File: config.mk
export PLATFORM = sky130hd
export DESIGN_NAME = dav_top
export DESIGN_NICKNAME = d
export VERILOG_FILES = /design/src/hw/dav_axis_integ.v /design/src/hw/dav_top.v
export VERILOG_INCLUDE_DIRS = /design/src /design/src/common
export SDC_FILE = /design/constraint.sdc
export NUM_CORES = 2
export LEC_CHECK = 0
export ABC_AREA = 1
export BUFFER_PORTS_ARGS = -buffer_cell sky130_fd_sc_hd__buf_2
export CAP_MARGIN = 20
export CORE_UTILIZATION = 35
export DETAILED_ROUTE_END_ITERATION = 8
export PLACE_DENSITY = 0.62
export SYNTH_ARGS = -nofsm -noshare
export SYNTH_HDL_FRONTEND = slang
export SYNTH_SLANG_ARGS = --single-unit
File: constraint.sdc
create_clock -name sys_clk -period 14.64 [get_ports sys_clk]
set_input_delay 2.928 -clock sys_clk [delete_from_list [all_inputs] [get_ports sys_clk]]
set_output_delay 2.928 -clock sys_clk [all_outputs]
set_load 0.02 [all_outputs]
File: src/common/dav_map.vh
// register indices, field positions, reset values and timing figures of the integrator
`ifndef DAV_MAP_VH
`define DAV_MAP_VH

// register indices; byte address is four times the index
`define DAV_IDX_X_ANG_LO      8'h24
`define DAV_IDX_X_ANG_HI      8'h26
`define DAV_IDX_Y_ANG_LO      8'h28
`define DAV_IDX_Y_ANG_HI      8'h2a
`define DAV_IDX_Z_ANG_LO      8'h2c
`define DAV_IDX_Z_ANG_HI      8'h2e
`define DAV_IDX_X_VEL_LO      8'h30
`define DAV_IDX_X_VEL_HI      8'h32
`define DAV_IDX_DECIMATION    8'h60
`define DAV_IDX_CONTROL       8'h62
`define DAV_IDX_UPDATE_COUNT  8'h64

// byte address width of the register slave
`define DAV_ADDR_W            10

// control register fields
`define DAV_CTRL_EXT_SAMPLE   0

// reset values
`define DAV_DECIMATION_RST    16'h0000
`define DAV_CONTROL_RST       1'b0
`define DAV_UNMAPPED_READ     32'h0000_0000

// timing: system clock and nominal internal sample rate
`define DAV_CLK_HZ            200000000
`define DAV_SAMPLE_SPS        2000
`define DAV_SAMPLE_DIV        (`DAV_CLK_HZ / `DAV_SAMPLE_SPS)

// full-scale delta angle of the widest model, degrees
`define DAV_FS_DEG_WIDEST     2160

`endif

File: src/hw/dav_axis_integ.v
// one axis of trapezoidal integration with scaling and 32-bit saturation
`timescale 1ns/1ps
module dav_axis_integ #(
	parameter IN_W  = 16,
	parameter ACC_W = 40,
	parameter MUL_W = 8,
	parameter SHIFT = 0
) (
	input  wire                    clk,
	input  wire                    rst_n,
	input  wire                    sample_en,
	input  wire                    last,
	input  wire signed [IN_W-1:0]  sample_in,
	input  wire        [MUL_W-1:0] gain,
	output reg         [31:0]      result_q
);
	localparam PW = ACC_W + MUL_W + 1;

	reg  signed [IN_W-1:0]  prev_q;
	reg  signed [ACC_W-1:0] acc_q;
	wire signed [IN_W:0]    pair;
	wire signed [ACC_W-1:0] pair_ext;
	wire signed [ACC_W-1:0] total;
	wire signed [PW-1:0]    prod;
	wire signed [PW-1:0]    scaled;
	wire        [PW-32:0]   top_bits;
	wire                    in_range;
	wire        [31:0]      sat;

	// current sample plus its predecessor, one trapezoid pair
	assign pair     = {sample_in[IN_W-1], sample_in} + {prev_q[IN_W-1], prev_q};
	assign pair_ext = {{(ACC_W-IN_W-1){pair[IN_W]}}, pair};
	assign total    = acc_q + pair_ext;
	// gain folds 1/(2*fs) and the full-scale weight into one constant
	assign prod     = total * $signed({1'b0, gain});
	assign scaled   = prod >>> SHIFT;
	// clamp to the 32-bit twos complement code range
	assign top_bits = scaled[PW-1:31];
	assign in_range = (&top_bits) | ~(|top_bits);
	assign sat      = in_range ? scaled[31:0]
		: (scaled[PW-1] ? 32'h8000_0000 : 32'h7fff_ffff);

	// accumulate pairs; close the period on the last sample
	always @(posedge clk or negedge rst_n) begin
		if (!rst_n) begin
			prev_q   <= {IN_W{1'b0}};
			acc_q    <= {ACC_W{1'b0}};
			result_q <= 32'h0000_0000;
		end else if (sample_en) begin
			prev_q <= sample_in;
			if (last) begin
				acc_q    <= {ACC_W{1'b0}};
				result_q <= sat;
			end else begin
				acc_q <= total;
			end
		end
	end
endmodule

File: src/hw/dav_top.v
// delta angle and delta velocity integrator with its avalon-mm register slave
//
// How it works
// - velocity: sum of accel pairs over 2fs
// - decimation setting plus one samples per output
// - internal sample clock nominally 2000 per second
// - velocity split into high and low words
// - angle high word twos complement, zero is zero
// - x angle low 0x24, high 0x26
// - y angle low 0x28, high 0x2a
// - z angle low 0x2c, high 0x2e
// - 16-bit codes 0x7fff down to 0x8000
// - 32-bit codes 0x7fffffff down to 0x80000000
// - velocity high word, plus minus 400 m/s
// - x velocity low 0x30, high 0x32
// - angle full scale set by model variant
//
// Design decision made here: the Avalon-MM register port.
`timescale 1ns/1ps
`include "dav_map.vh"
module dav_top #(
	parameter SAMPLE_DIV = `DAV_SAMPLE_DIV,
	parameter FS_DEG     = 360,
	parameter ANG_GAIN   = 1,
	parameter ANG_SHIFT  = 0,
	parameter VEL_GAIN   = 1,
	parameter VEL_SHIFT  = 0,
	parameter IN_W       = 16,
	parameter ACC_W      = 40,
	parameter DEC_W      = 16
) (
	input  wire                     sys_clk,
	input  wire                     rst_n,
	input  wire [`DAV_ADDR_W-1:0]   avs_address,
	input  wire                     avs_read,
	input  wire                     avs_write,
	input  wire [31:0]              avs_writedata,
	input  wire [3:0]               avs_byteenable,
	output reg  [31:0]              avs_readdata,
	output reg                      avs_waitrequest,
	input  wire                     ext_sample_pin,
	input  wire [IN_W-1:0]          rate_x,
	input  wire [IN_W-1:0]          rate_y,
	input  wire [IN_W-1:0]          rate_z,
	input  wire [IN_W-1:0]          accel_x,
	output reg                      sample_done_pin
);
	// gain per model: narrower full scale gives more counts per degree
	localparam MUL_W        = 8;
	localparam ANG_MUL_INT  = ANG_GAIN * (`DAV_FS_DEG_WIDEST / FS_DEG);
	localparam [MUL_W-1:0] ANG_MUL = ANG_MUL_INT[MUL_W-1:0];
	localparam [MUL_W-1:0] VEL_MUL = VEL_GAIN[MUL_W-1:0];
	localparam [31:0] DIV_LAST = SAMPLE_DIV - 1;

	// byte addresses derived from register indices
	localparam [`DAV_ADDR_W-1:0] A_X_ANG_LO = {`DAV_IDX_X_ANG_LO, 2'b00};
	localparam [`DAV_ADDR_W-1:0] A_X_ANG_HI = {`DAV_IDX_X_ANG_HI, 2'b00};
	localparam [`DAV_ADDR_W-1:0] A_Y_ANG_LO = {`DAV_IDX_Y_ANG_LO, 2'b00};
	localparam [`DAV_ADDR_W-1:0] A_Y_ANG_HI = {`DAV_IDX_Y_ANG_HI, 2'b00};
	localparam [`DAV_ADDR_W-1:0] A_Z_ANG_LO = {`DAV_IDX_Z_ANG_LO, 2'b00};
	localparam [`DAV_ADDR_W-1:0] A_Z_ANG_HI = {`DAV_IDX_Z_ANG_HI, 2'b00};
	localparam [`DAV_ADDR_W-1:0] A_X_VEL_LO = {`DAV_IDX_X_VEL_LO, 2'b00};
	localparam [`DAV_ADDR_W-1:0] A_X_VEL_HI = {`DAV_IDX_X_VEL_HI, 2'b00};
	localparam [`DAV_ADDR_W-1:0] A_DEC      = {`DAV_IDX_DECIMATION, 2'b00};
	localparam [`DAV_ADDR_W-1:0] A_CTRL     = {`DAV_IDX_CONTROL, 2'b00};
	localparam [`DAV_ADDR_W-1:0] A_COUNT    = {`DAV_IDX_UPDATE_COUNT, 2'b00};

	// bus access states
	localparam [1:0] BUS_IDLE = 2'd0;
	localparam [1:0] BUS_ACK  = 2'd1;
	localparam [1:0] BUS_DONE = 2'd2;

	reg  [31:0]       div_q;
	reg               div_tick_q;
	reg               pin_meta_q;
	reg               pin_sync_q;
	reg               pin_prev_q;
	reg               ext_tick_q;
	reg  [DEC_W-1:0]  decimation_q;
	reg  [DEC_W-1:0]  dec_active_q;
	reg  [DEC_W-1:0]  dec_cnt_q;
	reg               ext_sel_q;
	reg  [15:0]       update_count_q;
	reg  [1:0]        bus_state_q;
	reg  [31:0]       rd_d;
	wire              sample_en;
	wire              period_last;
	wire [31:0]       x_ang;
	wire [31:0]       y_ang;
	wire [31:0]       z_ang;
	wire [31:0]       x_vel;
	wire              wr_take;

	// internal sample clock: one enable pulse per sample period
	always @(posedge sys_clk or negedge rst_n) begin
		if (!rst_n) begin
			div_q      <= 32'h0000_0000;
			div_tick_q <= 1'b0;
		end else if (div_q >= DIV_LAST) begin
			div_q      <= 32'h0000_0000;
			div_tick_q <= 1'b1;
		end else begin
			div_q      <= div_q + 32'h0000_0001;
			div_tick_q <= 1'b0;
		end
	end

	// external sample pin: two flops, then rising edge detect
	always @(posedge sys_clk or negedge rst_n) begin
		if (!rst_n) begin
			pin_meta_q <= 1'b0;
			pin_sync_q <= 1'b0;
			pin_prev_q <= 1'b0;
			ext_tick_q <= 1'b0;
		end else begin
			pin_meta_q <= ext_sample_pin;
			pin_sync_q <= pin_meta_q;
			pin_prev_q <= pin_sync_q;
			ext_tick_q <= pin_sync_q & ~pin_prev_q;
		end
	end

	// choose the sample source; the pin path is only for an outside clock
	assign sample_en = ext_sel_q ? ext_tick_q : div_tick_q;

	// last sample of a period; >= keeps a lowered setting from overrunning
	assign period_last = (dec_cnt_q >= dec_active_q);

	// decimation counter; new setting takes hold only at a period boundary
	always @(posedge sys_clk or negedge rst_n) begin
		if (!rst_n) begin
			dec_cnt_q    <= {DEC_W{1'b0}};
			dec_active_q <= `DAV_DECIMATION_RST;
		end else if (sample_en) begin
			if (period_last) begin
				dec_cnt_q    <= {DEC_W{1'b0}};
				dec_active_q <= decimation_q;
			end else begin
				dec_cnt_q <= dec_cnt_q + {{(DEC_W-1){1'b0}}, 1'b1};
			end
		end
	end

	// rotation axes share the model-dependent gain
	dav_axis_integ #(
		.IN_W  (IN_W),
		.ACC_W (ACC_W),
		.MUL_W (MUL_W),
		.SHIFT (ANG_SHIFT)
	) u_x_ang (
		.clk       (sys_clk),
		.rst_n     (rst_n),
		.sample_en (sample_en),
		.last      (period_last),
		.sample_in (rate_x),
		.gain      (ANG_MUL),
		.result_q  (x_ang)
	);

	dav_axis_integ #(
		.IN_W  (IN_W),
		.ACC_W (ACC_W),
		.MUL_W (MUL_W),
		.SHIFT (ANG_SHIFT)
	) u_y_ang (
		.clk       (sys_clk),
		.rst_n     (rst_n),
		.sample_en (sample_en),
		.last      (period_last),
		.sample_in (rate_y),
		.gain      (ANG_MUL),
		.result_q  (y_ang)
	);

	dav_axis_integ #(
		.IN_W  (IN_W),
		.ACC_W (ACC_W),
		.MUL_W (MUL_W),
		.SHIFT (ANG_SHIFT)
	) u_z_ang (
		.clk       (sys_clk),
		.rst_n     (rst_n),
		.sample_en (sample_en),
		.last      (period_last),
		.sample_in (rate_z),
		.gain      (ANG_MUL),
		.result_q  (z_ang)
	);

	// linear axis: weight chosen for a 400 m/s full scale
	dav_axis_integ #(
		.IN_W  (IN_W),
		.ACC_W (ACC_W),
		.MUL_W (MUL_W),
		.SHIFT (VEL_SHIFT)
	) u_x_vel (
		.clk       (sys_clk),
		.rst_n     (rst_n),
		.sample_en (sample_en),
		.last      (period_last),
		.sample_in (accel_x),
		.gain      (VEL_MUL),
		.result_q  (x_vel)
	);

	// data update marker and counter, same edge as the result registers
	always @(posedge sys_clk or negedge rst_n) begin
		if (!rst_n) begin
			sample_done_pin <= 1'b0;
			update_count_q  <= 16'h0000;
		end else begin
			sample_done_pin <= sample_en & period_last;
			if (sample_en & period_last) begin
				update_count_q <= update_count_q + 16'h0001;
			end
		end
	end

	// a request is served once, on the cycle the slave is idle
	assign wr_take = (bus_state_q == BUS_IDLE) & avs_write & ~avs_read;

	// read decode; both halves come from registers loaded together
	always @* begin
		if (avs_address == A_X_ANG_LO) begin
			rd_d = {16'h0000, x_ang[15:0]};
		end else if (avs_address == A_X_ANG_HI) begin
			rd_d = {16'h0000, x_ang[31:16]};
		end else if (avs_address == A_Y_ANG_LO) begin
			rd_d = {16'h0000, y_ang[15:0]};
		end else if (avs_address == A_Y_ANG_HI) begin
			rd_d = {16'h0000, y_ang[31:16]};
		end else if (avs_address == A_Z_ANG_LO) begin
			rd_d = {16'h0000, z_ang[15:0]};
		end else if (avs_address == A_Z_ANG_HI) begin
			rd_d = {16'h0000, z_ang[31:16]};
		end else if (avs_address == A_X_VEL_LO) begin
			rd_d = {16'h0000, x_vel[15:0]};
		end else if (avs_address == A_X_VEL_HI) begin
			rd_d = {16'h0000, x_vel[31:16]};
		end else if (avs_address == A_DEC) begin
			rd_d = {{(32-DEC_W){1'b0}}, decimation_q};
		end else if (avs_address == A_CTRL) begin
			rd_d = {31'h0000_0000, ext_sel_q};
		end else if (avs_address == A_COUNT) begin
			rd_d = {16'h0000, update_count_q};
		end else begin
			rd_d = `DAV_UNMAPPED_READ;
		end
	end

	// avalon handshake: waitrequest drops for one cycle per request
	always @(posedge sys_clk or negedge rst_n) begin
		if (!rst_n) begin
			bus_state_q     <= BUS_IDLE;
			avs_waitrequest <= 1'b1;
			avs_readdata    <= 32'h0000_0000;
		end else begin
			case (bus_state_q)
				BUS_IDLE: begin
					if (avs_read | avs_write) begin
						bus_state_q     <= BUS_ACK;
						avs_waitrequest <= 1'b0;
						if (avs_read) begin
							avs_readdata <= rd_d;
						end
					end
				end
				BUS_ACK: begin
					// master samples the answer here and releases
					bus_state_q     <= BUS_DONE;
					avs_waitrequest <= 1'b1;
				end
				default: begin
					// one idle cycle guards against a held request
					bus_state_q <= BUS_IDLE;
				end
			endcase
		end
	end

	// writable settings; output words are read-only, writes there are dropped
	always @(posedge sys_clk or negedge rst_n) begin
		if (!rst_n) begin
			decimation_q <= `DAV_DECIMATION_RST;
			ext_sel_q    <= `DAV_CONTROL_RST;
		end else if (wr_take) begin
			if (avs_address == A_DEC) begin
				if (avs_byteenable[0]) begin
					decimation_q[7:0] <= avs_writedata[7:0];
				end
				if (avs_byteenable[1]) begin
					decimation_q[DEC_W-1:8] <= avs_writedata[DEC_W-1:8];
				end
			end else if (avs_address == A_CTRL) begin
				if (avs_byteenable[0]) begin
					ext_sel_q <= avs_writedata[`DAV_CTRL_EXT_SAMPLE];
				end
			end
		end
	end
endmodule

## Yosys cells after proc, flatten, opt, wreduce, memory -nomap -nowiden

Cells that the tools add are included.

| storage, ports and cells | value |
|---|---|
| bits in registers | 490 |

| operators by class | value |
|---|---|
| $add $sub $neg | 11 |
| multiply operators | 3 |
| $lt $le $gt $ge | 2 |
| equal/unequal tests | 13 |
| mux-type cells | 31 |
| bitwise gates (word level) | 16 |
| reductions and logical operators | 16 |

Operators by type and width:

| kind | count |
|---|---|
| 32-bit 2-to-1 mux | 9 |
| 16-bit 2-to-1 mux | 12 |
| 40-bit by 17-bit adder with 40-bit output | 4 |
| 40-bit 2-to-1 mux | 4 |
| 40-bit by 3-bit multiplier with 43-bit output, second input constant | 3 |
| 10-bit by 8-bit == test with 1-bit output, second input constant | 8 |
| 16-bit by 16-bit adder with 17-bit output | 4 |
| 18-bit AND reduction | 3 |
| 18-bit OR reduction | 3 |
| 16-bit by 1-bit adder with 16-bit output, second input constant | 2 |
| 32-bit by 1-bit adder with 32-bit output, second input constant | 1 |
| 32-bit by 17-bit greater-or-equal comparator with 1-bit output, second input constant | 1 |
| 10-bit by 9-bit == test with 1-bit output, second input constant | 3 |
| 16-bit greater-or-equal comparator | 1 |
| 3-bit AND reduction | 3 |
| 9-bit AND reduction | 1 |
| 9-bit OR reduction | 1 |
| 1-bit inverter | 7 |
| 1-bit OR | 5 |
| 1-bit bitwise AND | 4 |
| 2-bit case mux with 2 select lines | 1 |
| 2-bit AND reduction | 2 |
| 4-bit AND reduction | 1 |
| 1-bit 2-to-1 mux | 3 |
| 6 further kinds | 6 |

## Logic depth before layout (Yosys ltp)

| logic depth | value |
|---|---|
| word-level depth | 12 |
| mapped depth | 40 |
| gate-level depth less buffers | 39 |

## Modules after synthesis

A second synthesis with hierarchy kept.

| second synthesis, totals | value |
|---|---|
| cell total of the unflattened synthesis | 11641 |
| area, all modules | 82799.4 um^2 |

Modules (own cells, without submodules):

| module | instances | cells each | area an instance (um^2) | seq. area each (um^2) |
|---|---|---|---|---|
| dav_axis_integ at u_x_vel | 1 | 2693 | 19113.3 | 2202.1 |
| dav_axis_integ at u_y_ang | 1 | 2701 | 18904.4 | 2202.1 |
| dav_axis_integ at u_z_ang | 1 | 2676 | 18878.1 | 2202.1 |
| dav_axis_integ at u_x_ang | 1 | 2619 | 18743.0 | 2202.1 |
| dav_top | 1 | 952 | 7160.6 | 3054.2 |

## Least setup slack after synthesis

No wires, ideal clock.

| path | value |
|---|---|
| kind | input to register |
| from | in rate_y[1] |
| to | reg u_y_ang.result_q[29] |
| arrival time | 7.493 ns |
| data required time | 14.523 ns |
| path slack | 7.030 ns |
| stages on the path | 33 |
| cells stage by stage | inv_1 > fa_1 > inv_1 > ha_1 > fa_1 > nand3_1 > nand2_2 > nand2_1 > nand2_1 > nand3_1 > nand3_2 > nand3_1 > nand2_1 > a21oi_1 > o21bai_1 > xor2_1 > inv_1 > ha_1 > ha_1 > nand2_1 > o21ai_0 > o21bai_1 > a21oi_1 > nand3_1 > nand2_1 > nand2_1 > nor2_1 > nand3_1 > o21ai_2 > nand2_2 > buf_6 > nand2_1 > nand2_1 |

| between the ends | value |
|---|---|
| longest elaborated chain between the ends | 7 |
| elaborated cells on any way between the ends | 9 |
| those cells by class | 2 x add/sub; 1 x mul; 2 x mux; 2 x bitwise; 2 x reduce/logical |

RTL lines:

| what | RTL line | text |
|---|---|---|
| from (decl) | dav_top.v:43 | `input wire [IN_W-1:0] rate_y,` |
| 16-bit by 16-bit adder with 17-bit output (*) | dav_axis_integ.v:31 | `assign pair = {sample_in[IN_W-1], sample_in} + {prev_q[IN_W-1], prev_q};` |
| 40-bit by 17-bit adder with 40-bit output (*) | dav_axis_integ.v:33 | `assign total = acc_q + pair_ext;` |
| 40-bit by 3-bit multiplier with 43-bit output (*) | dav_axis_integ.v:35 | `assign prod = total * $signed({1'b0, gain});` |
| 18-bit OR reduction | dav_axis_integ.v:39 | `assign in_range = (&top_bits) \| ~(\|top_bits);` |
| 1-bit inverter | dav_axis_integ.v:39 |  |
| 1-bit OR | dav_axis_integ.v:39 |  |
| 32-bit 2-to-1 mux (*) | dav_axis_integ.v:40 | `assign sat = in_range ? scaled[31:0]` |
| to (signal assigned) | dav_axis_integ.v:53 | `result_q <= sat;` |
| to (decl) | dav_axis_integ.v:15 | `output reg [31:0] result_q` |

Every way passes the cells marked *; elsewhere a longest branch is shown, timed or not.
A chain may end at the register's enable or synchronous reset.

## Worst setup path in the final report

| path | value |
|---|---|
| from | in rate_y[15] |
| to | reg u_y_ang.result_q[11] |

The elaborated chain is that of the path after synthesis.

==> metrics.csv <==
metric,value,unit
final WL,130200,um
synth top area cells,"dfrtp_1, nand2_1, ha_1, fa_1, inv_1",
multi-input combinational cell area,28190,um^2
antenna-violating nets left,0,
Synth top area share,27.44,%
die width,353.1,um
Initial DRC Count,2930,
# fillers,12950,
IO Port Bufs,114,
WP data arrival,9360,ps
Final setup viols,0,
Layout Cells excl Fill,7702,
DP Cell Count,7591,
Hold Crit Start,pin_meta_q,
"EDFF count, synth",0,
Clock Latency Late Sink,690,ps
period utilization,60.20,%
via count,39060,
CP max-delay cell,buf_2,
CTS tree,built,
YS warnings,0,
R2R Setup Slk,8080,ps
Routed WL per cell,16.91,um
synth cell count leaders,"nand2_1, inv_1, nor2_1, dfrtp_1, a21oi_1",
design area,47440,um^2
Hold Path Class,reg -> reg,
Synth area leader,dfrtp_1,
Slew @ Worst Pin,1100,ps
f_max,113.5,MHz
DP Area,45370,um^2
GP Congestion,0.9746,
Max-cap violations,0,
vias in the first global route,38200,
H-Tree Depth,2,
Ant. Diodes,0,
Hold EP,pin_sync_q,
vias per inst,5.071,
crit-path max FO,30,
detailed-route DRC error count,0,
P&R area growth vs syn,9.954,%
"Hold-fix buffers, CTS",0,
post-CTS sizing,0,
clock sink count,474,
CTS Root Cell,clkbuf_16,
syn avg cell area,7.274,um^2
Sequential Area,11860,um^2
Reg2Reg Launch Point,u_x_ang.prev_q[15],
post-DP HPWL,103000,um
Final TNS setup,0,ps
initial antenna violation count,4,
post-synth cell types,60,
Overflow after GRT,0,
RSZ-0062 raised after global routing,no,
Final Hold Fails,0,
die area,124700,um^2
largest net degree at the start of global routing,153,
Final Max Tran Viols,0,
crit start category,input pin,
Core Region,122000,um^2
R2R cell count,29,
final net count,6692,
status,"complete, no violations",
postcts setup bufs,0,
CP Capture Type,flop,
Critical R2R Capture,u_x_ang.result_q[0],
DRT Pass-1 Iters,6,
"Top cell by count, worst path",nand2_1,
row count,128,
post-synthesis cell area,43140,um^2
"Seq/Total Area, Yosys",27.50,%
total I/O pin count,149,
cell with the most instances after synthesis,nand2_1,
hold path depth,0,
clock slew seen by the registers of the worst setup and hold paths,60,ps
deepest clock path buffer count,3,
layout cells sized above 1,6.401,%
Crit path largest cell delay,740,ps
"Top FF cell, synth",dfrtp_1,
total clock buffers created by CTS,59,
GRT Util Overall,20.77,%
min Tclk post-route,8814,ps
initial core utilization,35.35,%
Seq cells post-synth,474,
Post-Syn Instances,5931,
asr flop ratio synth,100.0,%
first-pass GRT wire length,209400,um
WS Path Type,in -> reg,
Worst Skew,46.36,ps
Rel. slew slack,26.64,%
die height,353.1,um
"Data required, critical path",15180,ps
==> worst max path at each step <==
stage	start	slack, ps	end	cells past startpoint
3_3_place_gp	rate_y[15]	5210	u_y_ang.result_q[7]	29
2_1_floorplan	rate_y[1]	7030	u_y_ang.result_q[29]	33
5_1_grt	rate_y[15]	5140	u_y_ang.result_q[15]	29
6_report	rate_y[15]	5830	u_y_ang.result_q[11]	29
4_1_cts	rate_y[15]	5910	u_y_ang.result_q[11]	29
3_5_place_dp	rate_y[15]	5220	u_y_ang.result_q[9]	29
==> flip-flops by register name, summed over array words and instances (netlist names), 32 cells and up <==
name and cells:
div_q 32, u_y_ang.result_q 32, u_y_ang.acc_q 40, u_x_ang.acc_q 40, u_x_vel.acc_q 40, u_z_ang.result_q 32
u_x_vel.result_q 32, u_x_ang.result_q 32, u_z_ang.acc_q 40
==> critical path: cells and delay by family <==
kind                     cells  cell delay [ps]
AO/OA/AOI/OAI                9             1900
buffers and inverters        3              910
adder cells (fa/ha/maj)      4             1610
AND/OR/NAND/NOR             12             1630
XOR/XNOR                     1              340
==> cells in the final DEF, fill, tap and decap left out, types with 86 or more instances in the layout <==
cell type     n
nand2_1    1722
inv_1       650
nor2_1      533
dfrtp_1     473
a21oi_1     413
ha_1        387
nand3_1     349
o21ai_0     236
xor2_1      166
fa_1        163
buf_2       113
a22o_1       88
xnor2_1      86
==> stage by stage <==
step / worst slack (ps) / util (%) / hold WS [ps]
final: 5826 / 38.87 / 355.3
after global routing: 5140 / 38.87 / 380.3
after CTS: 5908 / 38.87 / 354.2
after detailed placement: 5219 / 37.18 / 341.2
after global placement: 5214 / 37.18 / 345.7
after floorplan: 7030 / - / 331.2
==> cell families (layout without fill, tap and decap cells) <==
kind of cell / count (synthesis) / count (layout) / synth area share (%)
AND/OR/NAND/NOR: 2908 / 2908 / 28.16
AO/OA/AOI/OAI: 942 / 942 / 12.73
buffers and inverters: 795 / 911 / 7.456
adder cells (fa/ha/maj): 550 / 550 / 18.79
flip-flops: 474 / 474 / 27.50
XOR/XNOR: 253 / 253 / 5.154
multiplexers: 8 / 8 / 0.2088
other: 1 / 31 / 0.008692
==> area by class of cell <==
class	instances	area share, %
Inverter	657	5.212
Multi-Input combinational cell	4692	59.43
Sequential cell	474	25.01
Tap cell	1625	4.286
Clock buffer	78	3.516
Clock inverter	33	0.8361
Timing Repair Buffer	143	1.709
==> metal layers <==
| layer | up-vias | global-route usage, % | share of wire (%) |
|---|---|---|---|
| met3 | 150 | 2.031 | 4.7 |
| li1 | 19540 | - | - |
| met2 | 874 | 33.93 | 46 |
| met4 | 0 | 4.857 | 2.1 |
| met5 | - | 0 | 0 |
| met1 | 18490 | 29.49 | 48 |
Power is left out: the tool's default activity adds up to more than one toggle a clock period on the data nets, which glitch-free logic cannot reach.
